==> src/hw/twdr_pkg.sv <==
package twdr_pkg;
  // track counts
  localparam int NUM_DATA = 9;
  localparam int CELLS_PER_UNIT = 2;
  // timing, clock 250 MHz
  localparam int CLK_MHZ = 250;
  localparam real STEP_US = 1.5;
  localparam int STEP_CYC = int'(STEP_US * CLK_MHZ);
  localparam real DLY_DEF_US = 10.0;
  localparam real DLY_MIN_US = 4.0;
  localparam real DLY_MAX_US = 25.0;
  localparam int DLY_DEF_CYC = int'(DLY_DEF_US * CLK_MHZ);
  localparam int DLY_MIN_CYC = int'(DLY_MIN_US * CLK_MHZ);
  localparam int DLY_MAX_CYC = int'(DLY_MAX_US * CLK_MHZ);
  localparam int CNT_W = 13;
  localparam int FIFO_DEPTH = 8;
  localparam logic [CNT_W-1:0] CNT_ZERO = 13'h0000;
  localparam logic [CNT_W-1:0] CNT_ONE = 13'h0001;

  // one recovered word: data bits plus frame sync
  typedef struct packed {
    logic [NUM_DATA-1:0] data;
    logic fsync;
  } twdr_word_s;
  localparam int WORD_W = NUM_DATA + 1;

  // sequencer states, gray from idle to transfer; the return to idle flips two bits
  typedef enum logic [2:0] {
    TW_IDLE = 3'b000,
    TW_WAIT = 3'b001,
    TW_CLR = 3'b011,
    TW_DMX = 3'b010,
    TW_XFR = 3'b110
  } twdr_state_e;
endpackage : twdr_pkg

==> src/hw/twdr_fifo.sv <==
`timescale 1ns/1ns
module twdr_fifo #(
  parameter int WIDTH = 10,
  parameter int DEPTH = 8
) (
  // clock and reset
  input wire logic clk,
  input wire logic rst_b,
  // fill side
  input wire logic in_valid,
  output logic in_ready,
  input wire logic [WIDTH-1:0] in_data,
  // drain side
  output logic out_valid,
  input wire logic out_ready,
  output logic [WIDTH-1:0] out_data
);
  localparam int AW = $clog2(DEPTH);
  // pointer wrap relies on a power-of-two depth
  if (DEPTH < 2 || (1 << AW) != DEPTH) begin : g_bad_depth
    $error("depth must be power of two");
  end
  logic [WIDTH-1:0] mem_r [DEPTH];
  logic [AW:0] wp_r, rp_r;
  wire full = (wp_r[AW] != rp_r[AW]) && (wp_r[AW-1:0] == rp_r[AW-1:0]);
  wire empty = (wp_r == rp_r);
  wire push = in_valid && !full;
  wire pop = out_valid && out_ready;
  assign in_ready = !full;
  assign out_valid = !empty;
  assign out_data = mem_r[rp_r[AW-1:0]];
  always_ff @(posedge clk) begin
    if (push) mem_r[wp_r[AW-1:0]] <= in_data;
  end
  always_ff @(posedge clk) begin
    if (!rst_b) begin
      wp_r <= '0;
      rp_r <= '0;
    end else begin
      if (push) wp_r <= wp_r + 1'b1;
      if (pop) rp_r <= rp_r + 1'b1;
    end
  end
endmodule : twdr_fifo

==> src/hw/twdr_top.sv <==
`timescale 1ns/1ns
module twdr_top
  import twdr_pkg::*;
#(
  parameter int DELAY_CYC = DLY_DEF_CYC
) (
  // clock and reset
  input wire logic CLK,
  input wire logic RST_B,
  // track pulses from reproduce amplifiers
  input wire logic [NUM_DATA-1:0] DATA_TRK,
  input wire logic FSYNC_TRK,
  input wire logic CLK_TRK,
  // converter side
  output logic DAC_CLEAR,
  output logic [NUM_DATA-1:0] DAC_WORD,
  output logic DAC_LOAD,
  // demultiplexer side
  output logic DMX_CLOCK,
  output logic DMX_FSYNC,
  // buffered word stream
  output logic WORD_VALID,
  input wire logic WORD_READY,
  output logic [WORD_W-1:0] WORD_DATA,
  output logic OVERRUN
);
  // counter width bounds the delay; the step must leave room for the
  // one-cycle shorter second wait
  if (DELAY_CYC < 1 || DELAY_CYC >= (1 << CNT_W) ||
      STEP_CYC < 2) begin : g_bad_cfg
    $error("bad delay");
  end
  localparam int NTRK = NUM_DATA + 1;
  localparam int NUNIT = (NTRK + CELLS_PER_UNIT - 1) / CELLS_PER_UNIT;
  localparam logic [CNT_W-1:0] DLY_C = DELAY_CYC[CNT_W-1:0];
  localparam logic [CNT_W-1:0] STEP_C = STEP_CYC[CNT_W-1:0];

  ////////////////////////////////////////////////////////////////////
  // pin synchronisers and edge detect
  logic [NTRK:0] s1_r, s2_r, s3_r;
  wire [NTRK:0] pins = {CLK_TRK, FSYNC_TRK, DATA_TRK};
  always_ff @(posedge CLK) begin
    if (!RST_B) begin
      s1_r <= '0;
      s2_r <= '0;
      s3_r <= '0;
    end else begin
      s1_r <= pins;
      s2_r <= s1_r;
      s3_r <= s2_r;
    end
  end
  // one strobe per detected pulse, leading edge only
  // third stage only remembers the old level for the edge finder
  wire [NTRK:0] rise = s2_r & ~s3_r;
  wire [NTRK-1:0] set_stb = rise[NTRK-1:0];
  wire clk_stb = rise[NTRK];

  ////////////////////////////////////////////////////////////////////
  // sequencer
  twdr_state_e st_r, st_nxt;
  logic [CNT_W-1:0] cnt_r, cnt_nxt;
  wire cnt_done = (cnt_r == CNT_ONE);
  always_comb begin
    st_nxt = st_r;
    cnt_nxt = cnt_done ? cnt_r : cnt_r - CNT_ONE;
    case (st_r)
      TW_IDLE: begin
        if (clk_stb) begin
          st_nxt = TW_WAIT;
          cnt_nxt = DLY_C;
        end
      end
      // wait covers track skew; a clock pulse here is ignored
      TW_WAIT: begin
        if (cnt_done) begin
          st_nxt = TW_CLR;
          cnt_nxt = STEP_C;
        end
      end
      TW_CLR: begin
        if (cnt_done) begin
          st_nxt = TW_DMX;
          // the transfer state itself costs one cycle, so wait one less
          cnt_nxt = STEP_C - CNT_ONE;
        end
      end
      TW_DMX: begin
        if (cnt_done) begin
          st_nxt = TW_XFR;
          cnt_nxt = CNT_ONE;
        end
      end
      TW_XFR: begin
        st_nxt = TW_IDLE;
        cnt_nxt = CNT_ONE;
      end
      default: begin
        st_nxt = TW_IDLE;
        cnt_nxt = CNT_ONE;
      end
    endcase
  end
  always_ff @(posedge CLK) begin
    if (!RST_B) begin
      st_r <= TW_IDLE;
      cnt_r <= CNT_ONE;
    end else begin
      st_r <= st_nxt;
      cnt_r <= cnt_nxt;
    end
  end
  // one-cycle pulses at each step entry
  wire go_clr = (st_r == TW_WAIT) && cnt_done;
  wire go_dmx = (st_r == TW_CLR) && cnt_done;
  wire xfr = (st_r == TW_XFR);

  ////////////////////////////////////////////////////////////////////
  // track stores, two cells per unit
  // each cell is its own flip-flop; the vector only gathers them
  wire [NTRK-1:0] cell_r;
  genvar u, c;
  generate
    for (u = 0; u < NUNIT; u++) begin : g_unit
      for (c = 0; c < CELLS_PER_UNIT; c++) begin : g_cell
        localparam int K = u * CELLS_PER_UNIT + c;
        if (K < NTRK) begin : g_used
          logic bit_r;
          always_ff @(posedge CLK) begin
            if (!RST_B) bit_r <= 1'b0;
            else if (xfr) bit_r <= set_stb[K];
            else if (set_stb[K]) bit_r <= 1'b1;
          end
          assign cell_r[K] = bit_r;
        end
      end
    end
  endgenerate

  ////////////////////////////////////////////////////////////////////
  // outputs
  twdr_word_s word_w;
  assign word_w.data = cell_r[NUM_DATA-1:0];
  assign word_w.fsync = cell_r[NUM_DATA];
  wire f_ready;
  always_ff @(posedge CLK) begin
    if (!RST_B) begin
      DAC_CLEAR <= 1'b0;
      DMX_CLOCK <= 1'b0;
      DAC_LOAD <= 1'b0;
      DAC_WORD <= '0;
      DMX_FSYNC <= 1'b0;
      OVERRUN <= 1'b0;
    end else begin
      DAC_CLEAR <= go_clr;
      DMX_CLOCK <= go_dmx;
      DAC_LOAD <= xfr;
      if (go_clr) DAC_WORD <= '0;
      else if (xfr) DAC_WORD <= word_w.data;
      DMX_FSYNC <= xfr && word_w.fsync;
      OVERRUN <= xfr && !f_ready;
    end
  end
  // fifo gives a consumer slack; a full fifo drops and flags the word
  // since tape cannot be stalled
  wire [WORD_W-1:0] f_q;
  wire f_v;
  twdr_fifo #(.WIDTH(WORD_W), .DEPTH(FIFO_DEPTH)) u_fifo (
    .clk(CLK),
    .rst_b(RST_B),
    .in_valid(xfr),
    .in_ready(f_ready),
    .in_data(word_w),
    .out_valid(f_v),
    // pop exactly when the output stage loads, so no word goes out twice
    .out_ready(!WORD_VALID),
    .out_data(f_q)
  );
  always_ff @(posedge CLK) begin
    if (!RST_B) begin
      WORD_VALID <= 1'b0;
      WORD_DATA <= '0;
    end else if (!WORD_VALID || WORD_READY) begin
      WORD_VALID <= f_v && !WORD_VALID;
      if (f_v && !WORD_VALID) WORD_DATA <= f_q;
    end
  end

  ////////////////////////////////////////////////////////////////////
  // assertions
  property p_clr_zero;
    @(posedge CLK) disable iff (!RST_B) DAC_CLEAR |-> DAC_WORD == '0;
  endproperty
  a_clr_zero: assert property (p_clr_zero) else $error("clear not zero");
  property p_hold;
    @(posedge CLK) disable iff (!RST_B)
      $past(cell_r[0]) && !$past(xfr) |-> cell_r[0];
  endproperty
  a_hold: assert property (p_hold) else $error("store lost bit");
  property p_nozero;
    @(posedge CLK) disable iff (!RST_B)
      !$past(cell_r[1]) && !$past(set_stb[1]) |-> !cell_r[1];
  endproperty
  a_nozero: assert property (p_nozero) else $error("spurious set");
  property p_reset;
    @(posedge CLK) disable iff (!RST_B)
      xfr && set_stb == '0 |=> cell_r == '0;
  endproperty
  a_reset: assert property (p_reset) else $error("no reset");
  // cycles since the last step pulse; saturates so a long idle never wraps
  logic [CNT_W-1:0] gap_r;
  always_ff @(posedge CLK) begin
    if (!RST_B) gap_r <= CNT_ZERO;
    else if (go_clr || go_dmx) gap_r <= CNT_ONE;
    else if (gap_r != '1) gap_r <= gap_r + CNT_ONE;
  end
  property p_step;
    @(posedge CLK) disable iff (!RST_B) (go_dmx || xfr) |-> gap_r == STEP_C;
  endproperty
  a_step: assert property (p_step) else $error("bad spacing");
  property p_order;
    @(posedge CLK) disable iff (!RST_B) DMX_CLOCK |-> $past(st_r) == TW_CLR;
  endproperty
  a_order: assert property (p_order) else $error("bad order");
  property p_word;
    @(posedge CLK) disable iff (!RST_B)
      xfr |=> DAC_LOAD && DAC_WORD == $past(cell_r[NUM_DATA-1:0]);
  endproperty
  a_word: assert property (p_word) else $error("word mismatch");
  property p_fs;
    @(posedge CLK) disable iff (!RST_B)
      DMX_FSYNC |-> DAC_LOAD && $past(cell_r[NUM_DATA]);
  endproperty
  a_fs: assert property (p_fs) else $error("fsync mismatch");
  property p_coin;
    @(posedge CLK) disable iff (!RST_B) xfr && set_stb[0] |=> cell_r[0];
  endproperty
  a_coin: assert property (p_coin) else $error("set lost");
  property p_enter;
    @(posedge CLK) disable iff (!RST_B)
      (st_r == TW_IDLE) && clk_stb |=> (st_r == TW_WAIT) && cnt_r == DLY_C;
  endproperty
  a_enter: assert property (p_enter) else $error("bad start delay");
  // a clock pulse inside a running sequence must not restart it
  property p_ignore;
    @(posedge CLK) disable iff (!RST_B)
      (st_r != TW_IDLE) && (st_r != TW_WAIT) && clk_stb |=> st_r != TW_WAIT;
  endproperty
  a_ignore: assert property (p_ignore) else $error("restarted");
  property p_apart;
    @(posedge CLK) disable iff (!RST_B) DAC_CLEAR |-> !DMX_CLOCK && !DAC_LOAD;
  endproperty
  a_apart: assert property (p_apart) else $error("pulses overlap");
  property p_dmx_clear;
    @(posedge CLK) disable iff (!RST_B) DMX_CLOCK |-> DAC_WORD == '0;
  endproperty
  a_dmx_clear: assert property (p_dmx_clear) else $error("not cleared");
  property p_one_clr;
    @(posedge CLK) disable iff (!RST_B) DAC_CLEAR |=> !DAC_CLEAR;
  endproperty
  a_one_clr: assert property (p_one_clr) else $error("long clear");
  property p_one_load;
    @(posedge CLK) disable iff (!RST_B) DAC_LOAD |=> !DAC_LOAD;
  endproperty
  a_one_load: assert property (p_one_load) else $error("long load");
  property p_ovr;
    @(posedge CLK) disable iff (!RST_B) OVERRUN |-> DAC_LOAD;
  endproperty
  a_ovr: assert property (p_ovr) else $error("overrun off transfer");
  // tape cannot wait, but the stream side must hold still for its consumer
  property p_stream;
    @(posedge CLK) disable iff (!RST_B)
      WORD_VALID && !WORD_READY |=> WORD_VALID && $stable(WORD_DATA);
  endproperty
  a_stream: assert property (p_stream) else $error("stream dropped");
  c_seq: cover property (@(posedge CLK) disable iff (!RST_B)
    (xfr && gap_r == STEP_C) ##1 DAC_LOAD);
  c_coin: cover property (@(posedge CLK) disable iff (!RST_B)
    xfr && set_stb != '0);
  c_fs: cover property (@(posedge CLK) disable iff (!RST_B) DMX_FSYNC);
  c_ovr: cover property (@(posedge CLK) disable iff (!RST_B) OVERRUN);
endmodule : twdr_top

==> config.mk <==
export PLATFORM = sky130hd
export DESIGN_NAME = twdr_top
export DESIGN_NICKNAME = d
export VERILOG_FILES = /design/src/hw/twdr_pkg.sv /design/src/hw/twdr_fifo.sv /design/src/hw/twdr_top.sv
export SDC_FILE = /design/constraint.sdc
export NUM_CORES = 1
export LEC_CHECK = 0
export BUFFER_PORTS_ARGS = -buffer_cell sky130_fd_sc_hd__buf_2
export CAP_MARGIN = 20
export CORE_UTILIZATION = 45
export CTS_CLUSTER_SIZE = 12
export DETAILED_ROUTE_END_ITERATION = 7
export HOLD_SLACK_MARGIN = 0.15
export SETUP_SLACK_MARGIN = 0.1
export SLEW_MARGIN = 30
export SYNTH_ARGS = -nofsm -noshare
export SYNTH_HDL_FRONTEND = slang
export SYNTH_SLANG_ARGS = --single-unit
==> constraint.sdc <==
create_clock -name CLK -period 4.9 [get_ports CLK]
set_input_delay 0.98 -clock CLK [delete_from_list [all_inputs] [get_ports CLK]]
set_output_delay 0.98 -clock CLK [all_outputs]
set_load 0.01 [all_outputs]
# ---- Word-level counts from Yosys, hierarchy flattened
# Memories as Yosys holds them, arrays and structs flattened. A register that Yosys moved wholly into a read port is not among the register bits.
# Index checks and enable logic that the tools add are counted.
dict set report classes {
  add_sub_neg 3
  n_eq_ne 12
  n_mux 33
  n_bitwise 3
  n_reduce_logical 26
}
# op count
set op_table {}
lappend op_table {{$mux 13} 5}
lappend op_table {{$pmux 13 s4} 1}
lappend op_table {{$mux 1} 22}
lappend op_table {{$reduce_bool 2->1} 10}
lappend op_table {{$eq 13x1->1 const B} 1}
lappend op_table {{$sub 13x1->13 const B} 1}
lappend op_table {{$mux 3} 4}
lappend op_table {{$pmux 3 s4} 1}
lappend op_table {{$and 11x11->11} 1}
lappend op_table {{$not 11->11} 1}
lappend op_table {{$add 4x1->4 const B} 2}
lappend op_table {{$ne 2x2->1 const B} 4}
lappend op_table {{$logic_and 1x1->1} 7}
lappend op_table {{$eq 3x2->1 const B} 2}
lappend op_table {{$eq 4x4->1} 1}
lappend op_table {{$logic_not 1->1} 4}
lappend op_table {{$reduce_and 4->1} 1}
lappend op_table {{$eq 3x1->1 const B} 1}
lappend op_table {{$eq 3x3->1} 1}
lappend op_table {{$eq 3x3->1 const B} 1}
lappend op_table {{$logic_not 3->1} 1}
lappend op_table {{$reduce_and 2->1} 1}
lappend op_table {{$reduce_or 2->1} 1}
lappend op_table {{$logic_or 1x1->1} 1}
lappend op_table {{2 further kinds} 2}
dict set report totals {
  register_bits 82
  ramBits 80
  in_bits 14
  out_inout_bits 25
  elab_cells 102
  n_memories 1
}
# name depth word_bits read_ports rd_ports_with_merged_regs wr line
set memory_table {}
lappend memory_table {u_fifo.mem_r 8 10 1 1 1 twdr_fifo.sv:23} ;# logic [WIDTH-1:0] mem_r [DEPTH];

# ---- Logic depth before layout (Yosys ltp)
# Gate-level depths: netlist (run 1).
dict set report logic_depth {
  depth_word 6
  ltp_mapped 9
}

# ---- Cells and area by module
# Synthesis (run 1) repeated with hierarchy kept, for this count alone.
dict set report unflattened {
  hier_cells 521
  hier_area_um2 6851.6
}
# module n_inst cells_each area_per_inst_um2 seq_area_each_um2
set by_module_without_submodules {}
lappend by_module_without_submodules {twdr_fifo 1 200 3791.1 2622.5}
lappend by_module_without_submodules {twdr_top 1 321 3060.4 1681.6}

# ---- Worst setup path before layout (run 1)
# No wires, ideal clock.
dict set report synth_timing {
  path_kind {reg2reg}
  from {register u_fifo.rp_r[1]}
  to {memory u_fifo.mem_r[0][0], enable pin}
  t_arrival_ns 1.957
  required_time_ns 4.510
  path_slack_ns 2.553
  stages_incl_launch_ff 6
  path_buffers 1
  synth_period_minus_slack_ns 2.347
  cell_sequence {dfxtp_1 -> clkbuf_1 -> xnor2_1 -> a41oi_1 -> nand2b_1 -> nor3_1}
}
dict set report synth_via {
  elab_chain_len 6
}
# item line
set synth_lines {}
lappend synth_lines {{start, declared} twdr_fifo.sv:24} ;# logic [AW:0] wp_r, rp_r;
lappend synth_lines {{start signal, assigned} twdr_fifo.sv:41} ;# if (pop) rp_r <= rp_r + 1'b1;
lappend synth_lines {{$eq 3x3->1} twdr_fifo.sv:25} ;# wire full = (wp_r[AW] != rp_r[AW]) && (wp_r[AW-1:0] == rp_r[AW-1:0]);
lappend synth_lines {{$logic_and 1x1->1} twdr_fifo.sv:25}
lappend synth_lines {{$logic_not 1->1} twdr_fifo.sv:27} ;# wire push = in_valid && !full;
lappend synth_lines {{$logic_and 1x1->1} twdr_fifo.sv:27}
lappend synth_lines {{$mux 1} twdr_fifo.sv:33} ;# if (push) mem_r[wp_r[AW-1:0]] <= in_data;
lappend synth_lines {{$mux 1 (not written as such)} twdr_fifo.sv:33}
lappend synth_lines {{end, declared} twdr_fifo.sv:23}
# No other way between the ends.

# ---- Worst setup path in the final report (run 1)
dict set report layout_timing {
  from {register st_r[1]}
  to {memory u_fifo.mem_r[5][2], enable pin}
}
dict set report layout_via {
  elab_chain_len 4
}
# item line
set layout_lines {}
lappend layout_lines {{start, declared} twdr_top.sv:61} ;# twdr_state_e st_r, st_nxt;
lappend layout_lines {{start signal, assigned} twdr_top.sv:109} ;# st_r <= st_nxt;
lappend layout_lines {{$eq 3x3->1} twdr_top.sv:116} ;# wire xfr = (st_r == TW_XFR);
lappend layout_lines {{$logic_and 1x1->1} twdr_fifo.sv:27}
lappend layout_lines {{$mux 1} twdr_fifo.sv:33}
lappend layout_lines {{$mux 1 (not written as such)} twdr_fifo.sv:33}
# No other way between the ends.

==> impl_metrics.env, run 1 <==
export IMPL_cts_setup_buffers=0
export IMPL_final_util_pct=53.3
export IMPL_power_density_mw_per_mm2=530
export IMPL_slew_headroom_pct=38.8
export IMPL_fin_cells=712
export IMPL_clk_latency_ns=0.42
export IMPL_hold_buffers=0
export IMPL_drt_met1_wl_um=5640
export IMPL_cpLargestDelayFamily="simple AND/OR/NAND/NOR gates"
export IMPL_wl_met3_um=532
export IMPL_finalCritPeriodShare_pct=65.1
export IMPL_worstMarginPinSlew_ns=0.915
export IMPL_placedCellCount=680
export IMPL_initial_core_util_pct=46.4
export IMPL_fin_crit_ns=3.19
export IMPL_grt_pass1_vias=3615
export IMPL_drt_iter0_drc=206
export IMPL_synth_net_count=502
export IMPL_syn_inst=482
export IMPL_synth_area_per_cell_um2=13.4
export IMPL_setup_violations=0
export IMPL_path_class="flop to flop"
export IMPL_row_count=43
export IMPL_die_area_mm2=0.0148
export IMPL_setup_tns_ns=0
export IMPL_drt_first_pass_iters=4
export IMPL_skew_ns=0.00686
export IMPL_hold_viol=0
export IMPL_overflow=0
export IMPL_dr_wl_met2_um=6210
export IMPL_hold_ws_ns=0.429
export IMPL_die_y_um=122
export IMPL_antenna_found_initial=0
export IMPL_irDropWorstVdd_uv=341
export IMPL_cts_tree="done"
export IMPL_grt_max_degree=70
export IMPL_synthArstFlopShare_pct=0
export IMPL_cts_resized=0
export IMPL_topRoutingLayerUsed="met4"
export IMPL_drv_cap=0
export IMPL_rsz0062_at_grt="no"
export IMPL_p_leak_nw=2.66
export IMPL_ys_ff_latch=172
export IMPL_path_cells="nand3b_1, a41oi_1, nand2_1, nor2_1"
export IMPL_drv_slew=0
export IMPL_clk_pin_slew_ns=0.06
export IMPL_synth_cell_types=47
export IMPL_synth_seq_area_share_pct=65.7
export IMPL_final_nets=539
export IMPL_port_buffers=38
export IMPL_fmax_mhz=314
export IMPL_crit_arrival_ns=3.23
export IMPL_cts_buffers=17
export IMPL_drc_errors=0
export IMPL_synth_edff_count=80
export IMPL_antenna_left=0
export IMPL_via_count=3735
export IMPL_critPathMaxStageDelay_ns=0.74
export IMPL_routabilityCongestion=0.819
export IMPL_clock_sinks=172
export IMPL_cp_num_buf_inv=0
export IMPL_cp_start_kind="flop"
export IMPL_end_kind="flop"
export IMPL_hp_class="flop to flop"
export IMPL_drive_gt1_share_pct=19.0
export IMPL_nFillCells=1155
export IMPL_via_per_inst=5.25
export IMPL_status="finished clean"
export IMPL_grt_pass1_wl_um=19800
export IMPL_syn_area_mm2=0.00646
export IMPL_cp_slowest_cell="nor2_1"
export IMPL_synth_top_flop_cell="dfxtp_1"
export IMPL_htree_levels=4
export IMPL_place_hpwl_um=8280
export IMPL_drt_wl_total_um=12600
export IMPL_coreArea_mm2=0.0139
export IMPL_critPathRequiredTime_ns=4.95
export IMPL_track_usage_pct=18.5
export IMPL_cp_max_fo=20
export IMPL_antenna_cells=0
export IMPL_die_w_um=122
export IMPL_root_buffer="clkbuf_16"
export IMPL_syn2layout_area_growth_pct=14.9
export IMPL_clockBufferDepth=2
export IMPL_io_pins=39
export IMPL_wl_per_cell_um=17.7
export IMPL_yosysWarnings=0
worst reg2reg max path, cell delays in order, from the launching register on:
cell	delay (ns)
dfxtp_1	0.57
nand3b_1	0.64
a41oi_1	0.66
nand2_1	0.20
nor2_1	0.75
sequential cells by signal (all words and copies together), names as in the netlist, 3 cells and up:
signal / flops
DAC_WORD: 9
cnt_r: 13
WORD_DATA: 10
s1_r: 11
u_fifo.rp_r: 4
u_fifo.wp_r: 4
g_unit.g_cell.g_used.bit_r: 10
u_fifo.mem_r: 80
st_r: 3
s3_r: 11
s2_r: 11
final cells by class:
class	instances	area, um2	area share, %
Clock buffer	27	546	7.35
Clock inverter	5	53.8	0.725
Inverter	4	15.0	0.202
Multi-Input combinational cell	281	2110	28.4
Sequential cell	172	4240	57.2
Tap cell	180	225	3.03
Timing Repair Buffer	43	228	3.07
cell usage after synthesis, types with 2 or more instances:
master     instances  area, um2
dfxtp_1           92       1840
xor2_1             4       35.0
ha_1               6       75.1
a2bb2oi_1          2       17.5
and3_1             2       12.5
mux4_2            20        450
buf_2              6       30.0
nor3_1             5       25.0
nand3_1            6       30.0
nor4_1             4       25.0
o211ai_1           3       22.5
nor3b_1            3       22.5
nand2b_1           6       37.5
xnor2_1           11       96.3
a21oi_1           38        190
or4_1              2       15.0
nor2b_1           24        150
inv_1              4       15.0
nand2_1           34        128
a41oi_1            2       17.5
clkbuf_1          17       63.8
mux2i_1           14        140
o21a_1             2       15.0
a31oi_1            2       12.5
nor2_1            16       60.1
edfxtp_1          80       2400
and2_1            39        244
o21ai_0           17       85.1
or3_1              3       18.8
cell usage in the layout, fill, tap and decap left out, types with 17 or more instances in the layout:
cell type  Yosys  routed
nor2b_1       24      24
mux4_2        20      20
and2_1        39      39
o21ai_0       17      17
nand2_1       34      34
clkbuf_16      0      19
dfxtp_1       92      92
a21oi_1       38      38
edfxtp_1      80      80
buf_2          6      38
report_power, final:
group | total (W) | internal [W] | switching (W) | leakage, nW
logic | 0.000861 | 0.000380 | 0.000481 | 0.870
registers | 0.00174 | 0.00162 | 0.000122 | 1.49
clock network | 0.00134 | 0.000815 | 0.000521 | 0.298
total | 0.00393 | 0.00281 | 0.00112 | 2.66
stage by stage:
stage          cell area [um2]  power, W  worst slack (ns)
4_1_cts                   7420   0.00396              1.69
3_3_place_gp              6810   0.00261              1.82
6_report                  7420   0.00393              1.71
5_1_grt                   7420   0.00413              1.46
3_5_place_dp              6820   0.00262              1.71
2_1_floorplan             6460   0.00241              2.55
final timing paths:
kind                                            from                            to  slack [ns]  depth (start not counted)
worst max-delay path            st_r[1]$_SDFFE_PN0P_  u_fifo.mem_r[5][2]$_DFFE_PP_        1.71                          4
worst min-delay path              s1_r[7]$_SDFF_PN0_            s2_r[7]$_SDFF_PN0_        0.43                          1
worst max register to register  st_r[1]$_SDFFE_PN0P_  u_fifo.mem_r[5][2]$_DFFE_PP_        1.71                          4
worst min register to register    s1_r[7]$_SDFF_PN0_            s2_r[7]$_SDFF_PN0_        0.43                          1
cell families (layout without fill, tap and decap cells):
family                     after synthesis  in the layout  share of synthesized area, %
and+or+nand+nor                        154            154                          13.6
adders and majority gates                6              6                          1.16
DFF                                    172            172                          65.7
AOI/OAI and AO/OA                       72             72                          6.51
muxes                                   34             34                          9.14
buffers and inverters                   29             79                          1.92
xor gates and xnor gates                15             15                          2.03
per-layer routing:
layer	vias up	track usage, %
met5	-	0
met4	0	8.49
met3	15	3.98
met2	84	30.3
met1	1817	23.5
li1	1819	-
No activity file was read; power rests on OpenSTA's default activity.
==> inputs of run 2 (changes only) <==
clock period = 2.9 ns   (was 4.9 ns; I/O delays follow)
==> run 2 against run 1 <==
Sequential power grew 68%. Via count about the same. Worst hold slack got worse by 0.061 ns. Final cell count up 1.3%.
==> impl_metrics.env, run 2 (same netlist as run 1, synthesis figures left out) <==
export IMPL_finalCritPeriodShare_pct=75.2
export IMPL_critPathMaxStageDelay_ns=0.52
export IMPL_placedCellCount=689
export IMPL_irDropWorstVdd_uv=526
export IMPL_die_y_um=122
export IMPL_drv_slew=0
export IMPL_path_class="flop to flop"
export IMPL_nFillCells=1228
export IMPL_r2r_cells=8
export IMPL_status="finished clean"
export IMPL_fin_area_mm2=0.00742
export IMPL_root_buffer="clkbuf_16"
export IMPL_syn2layout_area_growth_pct=14.8
export IMPL_grt_max_degree=70
export IMPL_htree_levels=4
export IMPL_cp_max_fo=5
export IMPL_skew_ns=0.00721
export IMPL_cpMostUsedCell="ha_1"
export IMPL_antenna_cells=0
export IMPL_fin_crit_ns=2.18
export IMPL_antenna_left=0
export IMPL_final_nets=548
export IMPL_p_leak_nw=2.67
export IMPL_cts_tree="done"
export IMPL_fmax_mhz=459
export IMPL_largest_reg_flops=80
export IMPL_multi_input_comb_area_mm2=0.00209
export IMPL_initial_core_util_pct=46.4
export IMPL_end_kind="flop"
export IMPL_track_usage_pct=17.7
export IMPL_via_per_inst=5.18
export IMPL_slew_headroom_pct=46.7
export IMPL_cts_setup_buffers=0
export IMPL_crit_arrival_ns=2.44
export IMPL_drt_first_pass_iters=4
export IMPL_antenna_found_initial=0
export IMPL_grt_pass1_wl_um=19300
export IMPL_drt_wl_total_um=12000
export IMPL_drc_errors=0
export IMPL_die_area_mm2=0.0148
export IMPL_wl_per_cell_um=16.6
export IMPL_r2r_setup_slack_ns=0.72
export IMPL_clockBufferDepth=2
export IMPL_placed_cell_area_mm2=0.00687
export IMPL_cp_slowest_cell="nor4b_1"
export IMPL_hold_buffers=0
export IMPL_drive_gt1_share_pct=19.8
export IMPL_clk_latency_ns=0.42
export IMPL_setup_tns_ns=0
export IMPL_fin_cells=721
export IMPL_routabilityCongestion=0.844
export IMPL_grt_pass1_vias=3757
export IMPL_io_pins=39
export IMPL_layout_commonest_cell="dfxtp_1"
export IMPL_die_w_um=122
export IMPL_overflow=0
export IMPL_drt_iter0_drc=264
export IMPL_row_count=43
export IMPL_via_count=3737
export IMPL_seq_area_mm2=0.00424
export IMPL_cts_buffers=17
export IMPL_clock_sinks=172
export IMPL_critPathRequiredTime_ns=3.16
export IMPL_place_hpwl_um=8020
export IMPL_power_density_mw_per_mm2=869
export IMPL_cp_start_kind="flop"
export IMPL_drv_cap=0
export IMPL_hold_viol=0
export IMPL_whs_path_depth=2
export IMPL_final_cell_mix="92 x dfxtp_1, 80 x edfxtp_1, 39 x and2_1"
export IMPL_setup_violations=0
export IMPL_cts_resized=0
export IMPL_coreArea_mm2=0.0139
export IMPL_rsz0062_at_grt="no"
export IMPL_hp_class="input pin to flop"
export IMPL_worstMarginPinSlew_ns=0.796
export IMPL_clk_pin_slew_ns=0.06
export IMPL_port_buffers=38
export IMPL_path_cells="ha_1, nor4b_1, nand3_1, ha_1, nand2_1, o21ai_0, a21oi_1, o2111ai_1"
==> run 2: cell count changes in the layout (fill, tap and decap cells not counted) <==
cell	previous run	this run
a41oi_2	0	1
clkbuf_8	4	3
inv_6	1	0
clkbuf_1	4	5
nor2_1	14	16
clkbuf_16	19	18
bufinv_16	1	0
clkinv_4	0	1
nor2_2	2	0
clkinv_2	3	4
clkinvlp_4	0	1
buf_4	5	14
a41oi_4	1	0
==> run 2: worst paths after layout <==
kind,end,from
worst min-delay path,s1_r[5]$_SDFF_PN0_,DATA_TRK[5]
worst max-delay path,cnt_r[0]$_SDFF_PN1_,cnt_r[0]$_SDFF_PN1_
worst max register to register,cnt_r[0]$_SDFF_PN1_,cnt_r[0]$_SDFF_PN1_
worst min register to register,s2_r[9]$_SDFF_PN0_,s1_r[9]$_SDFF_PN0_
==> run 2: worst max-delay path, delay by kind of cell, from the launching register on <==
family / cells / cell delay [ns]
compound gates: 3 / 0.34
fa+ha+maj: 2 / 0.44
simple gates: 3 / 0.84
flops: 1 / 0.40
==> run 2: through the flow <==
step | util, % | setup slack, ns | total power (W) | hold slack, ns
detailed placement | 49.3 | 0.757 | 0.00443 | 0.419
finish | 53.2 | 0.720 | 0.00644 | 0.369
global placement | 49.3 | 0.791 | 0.00441 | 0.419
floorplan | - | 0.553 | 0.00408 | 0.412
global route | 53.2 | 0.500 | 0.00679 | 0.362
CTS | 53.2 | 0.742 | 0.00650 | 0.353
==> run 2: power breakdown <==
part | switching [W] | internal, W | leakage, nW | total [W]
registers | 0.000202 | 0.00273 | 1.49 | 0.00293
clock network | 0.000861 | 0.00121 | 0.269 | 0.00207
logic | 0.000797 | 0.000643 | 0.917 | 0.00144
total | 0.00186 | 0.00459 | 2.67 | 0.00644
==> run 2: per-layer routing <==
metal,up-vias,GRT usage (%),part of all wire [%]
li1,1837,-,-
met3,17,5.10,4.3
met4,0,6.40,1.6
met2,71,29.3,48
met1,1812,22.1,46
met5,-,0,0
==> run 2: area by class of cell <==
| cell class | count | area share, % |
|---|---|---|
| Clock inverter | 6 | 0.489 |
| Multi-Input combinational cell | 281 | 28.2 |
| Sequential cell | 172 | 57.2 |
| Timing Repair Buffer | 52 | 3.98 |
| Clock buffer | 26 | 6.88 |
| Inverter | 4 | 0.202 |
| Tap cell | 180 | 3.04 |
==> inputs of run 3 (changes only) <==
clock period = 1.8 ns   (was 2.9 ns; I/O delays follow)
==> run 3 against run 2 <==
The run now ends with negative setup slack left. Sequential share of layout area fell by 8.1 points. Highest routed layer unchanged. Worst hold slack worse by 0.13 ns. Die area stayed put.
==> impl_metrics.env, run 3 (same netlist as run 1, synthesis figures left out) <==
export IMPL_cp_start_kind="flop"
export IMPL_initial_core_util_pct=46.4
export IMPL_drt_first_pass_iters=4
export IMPL_path_cells="inv_2, ha_4, or4b_4, nor3_4, nand3_4, o21ai_4, a21oi_1"
export IMPL_placed_cell_area_mm2=0.00741
export IMPL_power_density_mw_per_mm2=1420
export IMPL_grt_max_degree=52
export IMPL_via_count=3991
export IMPL_critPathMaxStageDelay_ns=0.48
export IMPL_intPower_w=0.00866
export IMPL_cp_max_fo=5
export IMPL_drt_wl_total_um=13200
export IMPL_io_pins=39
export IMPL_overflow=0
export IMPL_hold_viol=0
export IMPL_irDropWorstVdd_uv=1310
export IMPL_seq_power_share_pct=37.5
export IMPL_clock_sinks=172
export IMPL_drive_gt1_share_pct=36.6
export IMPL_finalCritPeriodShare_pct=100
export IMPL_die_area_mm2=0.0148
export IMPL_switching_share_pct=29.8
export IMPL_nFillCells=1035
export IMPL_place_hpwl_um=8250
export IMPL_drt_iter0_drc=358
export IMPL_fin_crit_ns=1.81
export IMPL_clk_pin_slew_ns=0.07
export IMPL_cp_slowest_cell="or4b_4"
export IMPL_root_buffer="clkbuf_16"
export IMPL_die_y_um=122
export IMPL_wl_per_cell_um=16.8
export IMPL_rsz0062_at_grt="yes"
export IMPL_clockBufferDepth=2
export IMPL_final_nets=614
export IMPL_antenna_cells=0
export IMPL_setup_slack_ns=-0.00791
export IMPL_violations="negative setup slack"
export IMPL_htree_levels=4
export IMPL_track_usage_pct=19.6
export IMPL_seq_area_mm2=0.00426
export IMPL_min_delay_start="WORD_READY"
export IMPL_cts_tree="done"
export IMPL_fin_area_mm2=0.00867
export IMPL_clkPwrFrac_pct=30.4
export IMPL_worstMarginPinSlew_ns=0.629
export IMPL_drv_slew=0
export IMPL_routabilityCongestion=0.811
export IMPL_drv_cap=0
export IMPL_drc_errors=0
export IMPL_multi_input_comb_area_mm2=0.00249
export IMPL_clk_latency_ns=0.43
export IMPL_via_per_inst=5.07
export IMPL_p_switching_w=0.00368
export IMPL_slew_headroom_pct=58.0
export IMPL_end_kind="flop"
export IMPL_r2r_start="cnt_r[1]$_SDFF_PN0_"
export IMPL_path_class="flop to flop"
export IMPL_cts_buffers=17
export IMPL_coreArea_mm2=0.0139
export IMPL_critPathRequiredTime_ns=2.11
export IMPL_final_cell_mix="84 x dfxtp_1, 80 x edfxtp_1, 40 x buf_4"
export IMPL_crit_start="cnt_r[1]$_SDFF_PN0_"
export IMPL_crit_arrival_ns=2.12
export IMPL_die_w_um=122
export IMPL_skew_ns=0.00624
export IMPL_row_count=43
export IMPL_grt_pass1_wl_um=21000
export IMPL_cpLargestDelayFamily="simple AND/OR/NAND/NOR gates"
export IMPL_syn2layout_area_growth_pct=34.3
export IMPL_setup_tns_ns=-0.0150
export IMPL_pwr_share_comb_pct=32.0
export IMPL_status="finished with violations"
export IMPL_fmax_mhz=553
export IMPL_antenna_found_initial=0
export IMPL_cp_num_buf_inv=1
export IMPL_grt_pass1_vias=3963
export IMPL_p_leak_nw=3.16
export IMPL_port_buffers=38
export IMPL_layout_commonest_cell="dfxtp_1"
export IMPL_antenna_left=0
export IMPL_setup_violations=3
export IMPL_largest_reg_flops=80
export IMPL_hold_ws_ns=0.241
export IMPL_hp_class="input pin to flop"
export IMPL_fin_cells=787
export IMPL_placedCellCount=723
## run 3: changes by cell type in the layout (fill, tap and decap cells not counted), sizes merged
cell / delta
o21ai: +1
buf: +53
bufinv: +1
clkbuf: -5
inv: +5
clkinvlp: -1
dlygate4sd3: +11
clkinv: +1
## run 3: worst paths after layout
| check | slack [ns] | depth (start not counted) | to |
|---|---|---|---|
| max | -0.008 | 7 | DAC_WORD[7]$_SDFFE_PP0P_ |
| min | 0.24 | 3 | WORD_VALID$_SDFFE_PN0P_ |
| max reg2reg | -0.008 | 7 | DAC_WORD[7]$_SDFFE_PP0P_ |
| min reg2reg | 0.43 | 1 | s2_r[10]$_SDFF_PN0_ |
## run 3: worst min-delay path, cell delays in order
cell and delay, ns:
buf_2 0.08, nor2b_1 0.03, o21a_1 0.15
## run 3: stage by stage
step                power (W)  util (%)  setup slack, ns
floorplan             0.00666         -          -0.0246
global placement      0.00772      53.2          -0.0298
detailed placement    0.00774      53.2          -0.0801
CTS                    0.0118      60.4          -0.0877
global route           0.0130      62.3           -0.108
finish                 0.0123      62.3         -0.00791
## run 3: layer usage
layer | GRT usage, % | vias up | wire length, um
met5 | 0 | - | 0
met4 | 6.33 | 0 | 170
met3 | 6.18 | 14 | 549
met2 | 32.0 | 81 | 6490
met1 | 24.8 | 1921 | 6040
li1 | - | 1975 | -
## run 3: power by group through the flow
stage          clock network, W  logic, W  registers [W]
2_1_floorplan                 0   0.00192        0.00474
3_3_place_gp                  0   0.00307        0.00465
3_5_place_dp                  0   0.00307        0.00467
4_1_cts                 0.00384   0.00339        0.00459
5_1_grt                 0.00400   0.00431        0.00467
6_report                0.00376   0.00395        0.00463
## run 3: cell type report
| type | count | share of cell area (%) |
|---|---|---|
| multi-input combinational | 282 | 28.7 |
| sequential | 172 | 49.1 |
| clock inverter | 12 | 1.40 |
| tap | 180 | 2.60 |
| clock buffer | 20 | 5.77 |
| timing repair buffer | 117 | 12.2 |
| inverter | 4 | 0.202 |
## run 3: timing repair
action / CTS / global route
buffers inserted: 12 / 6
gates resized for setup: 32 / 39
pin swaps: 18 / 11
hold buffers: 11 / 0
cloned: 3 / 1
endpoints found under the setup margin: 42 / 119
hold endpoints to repair: 11 / 0
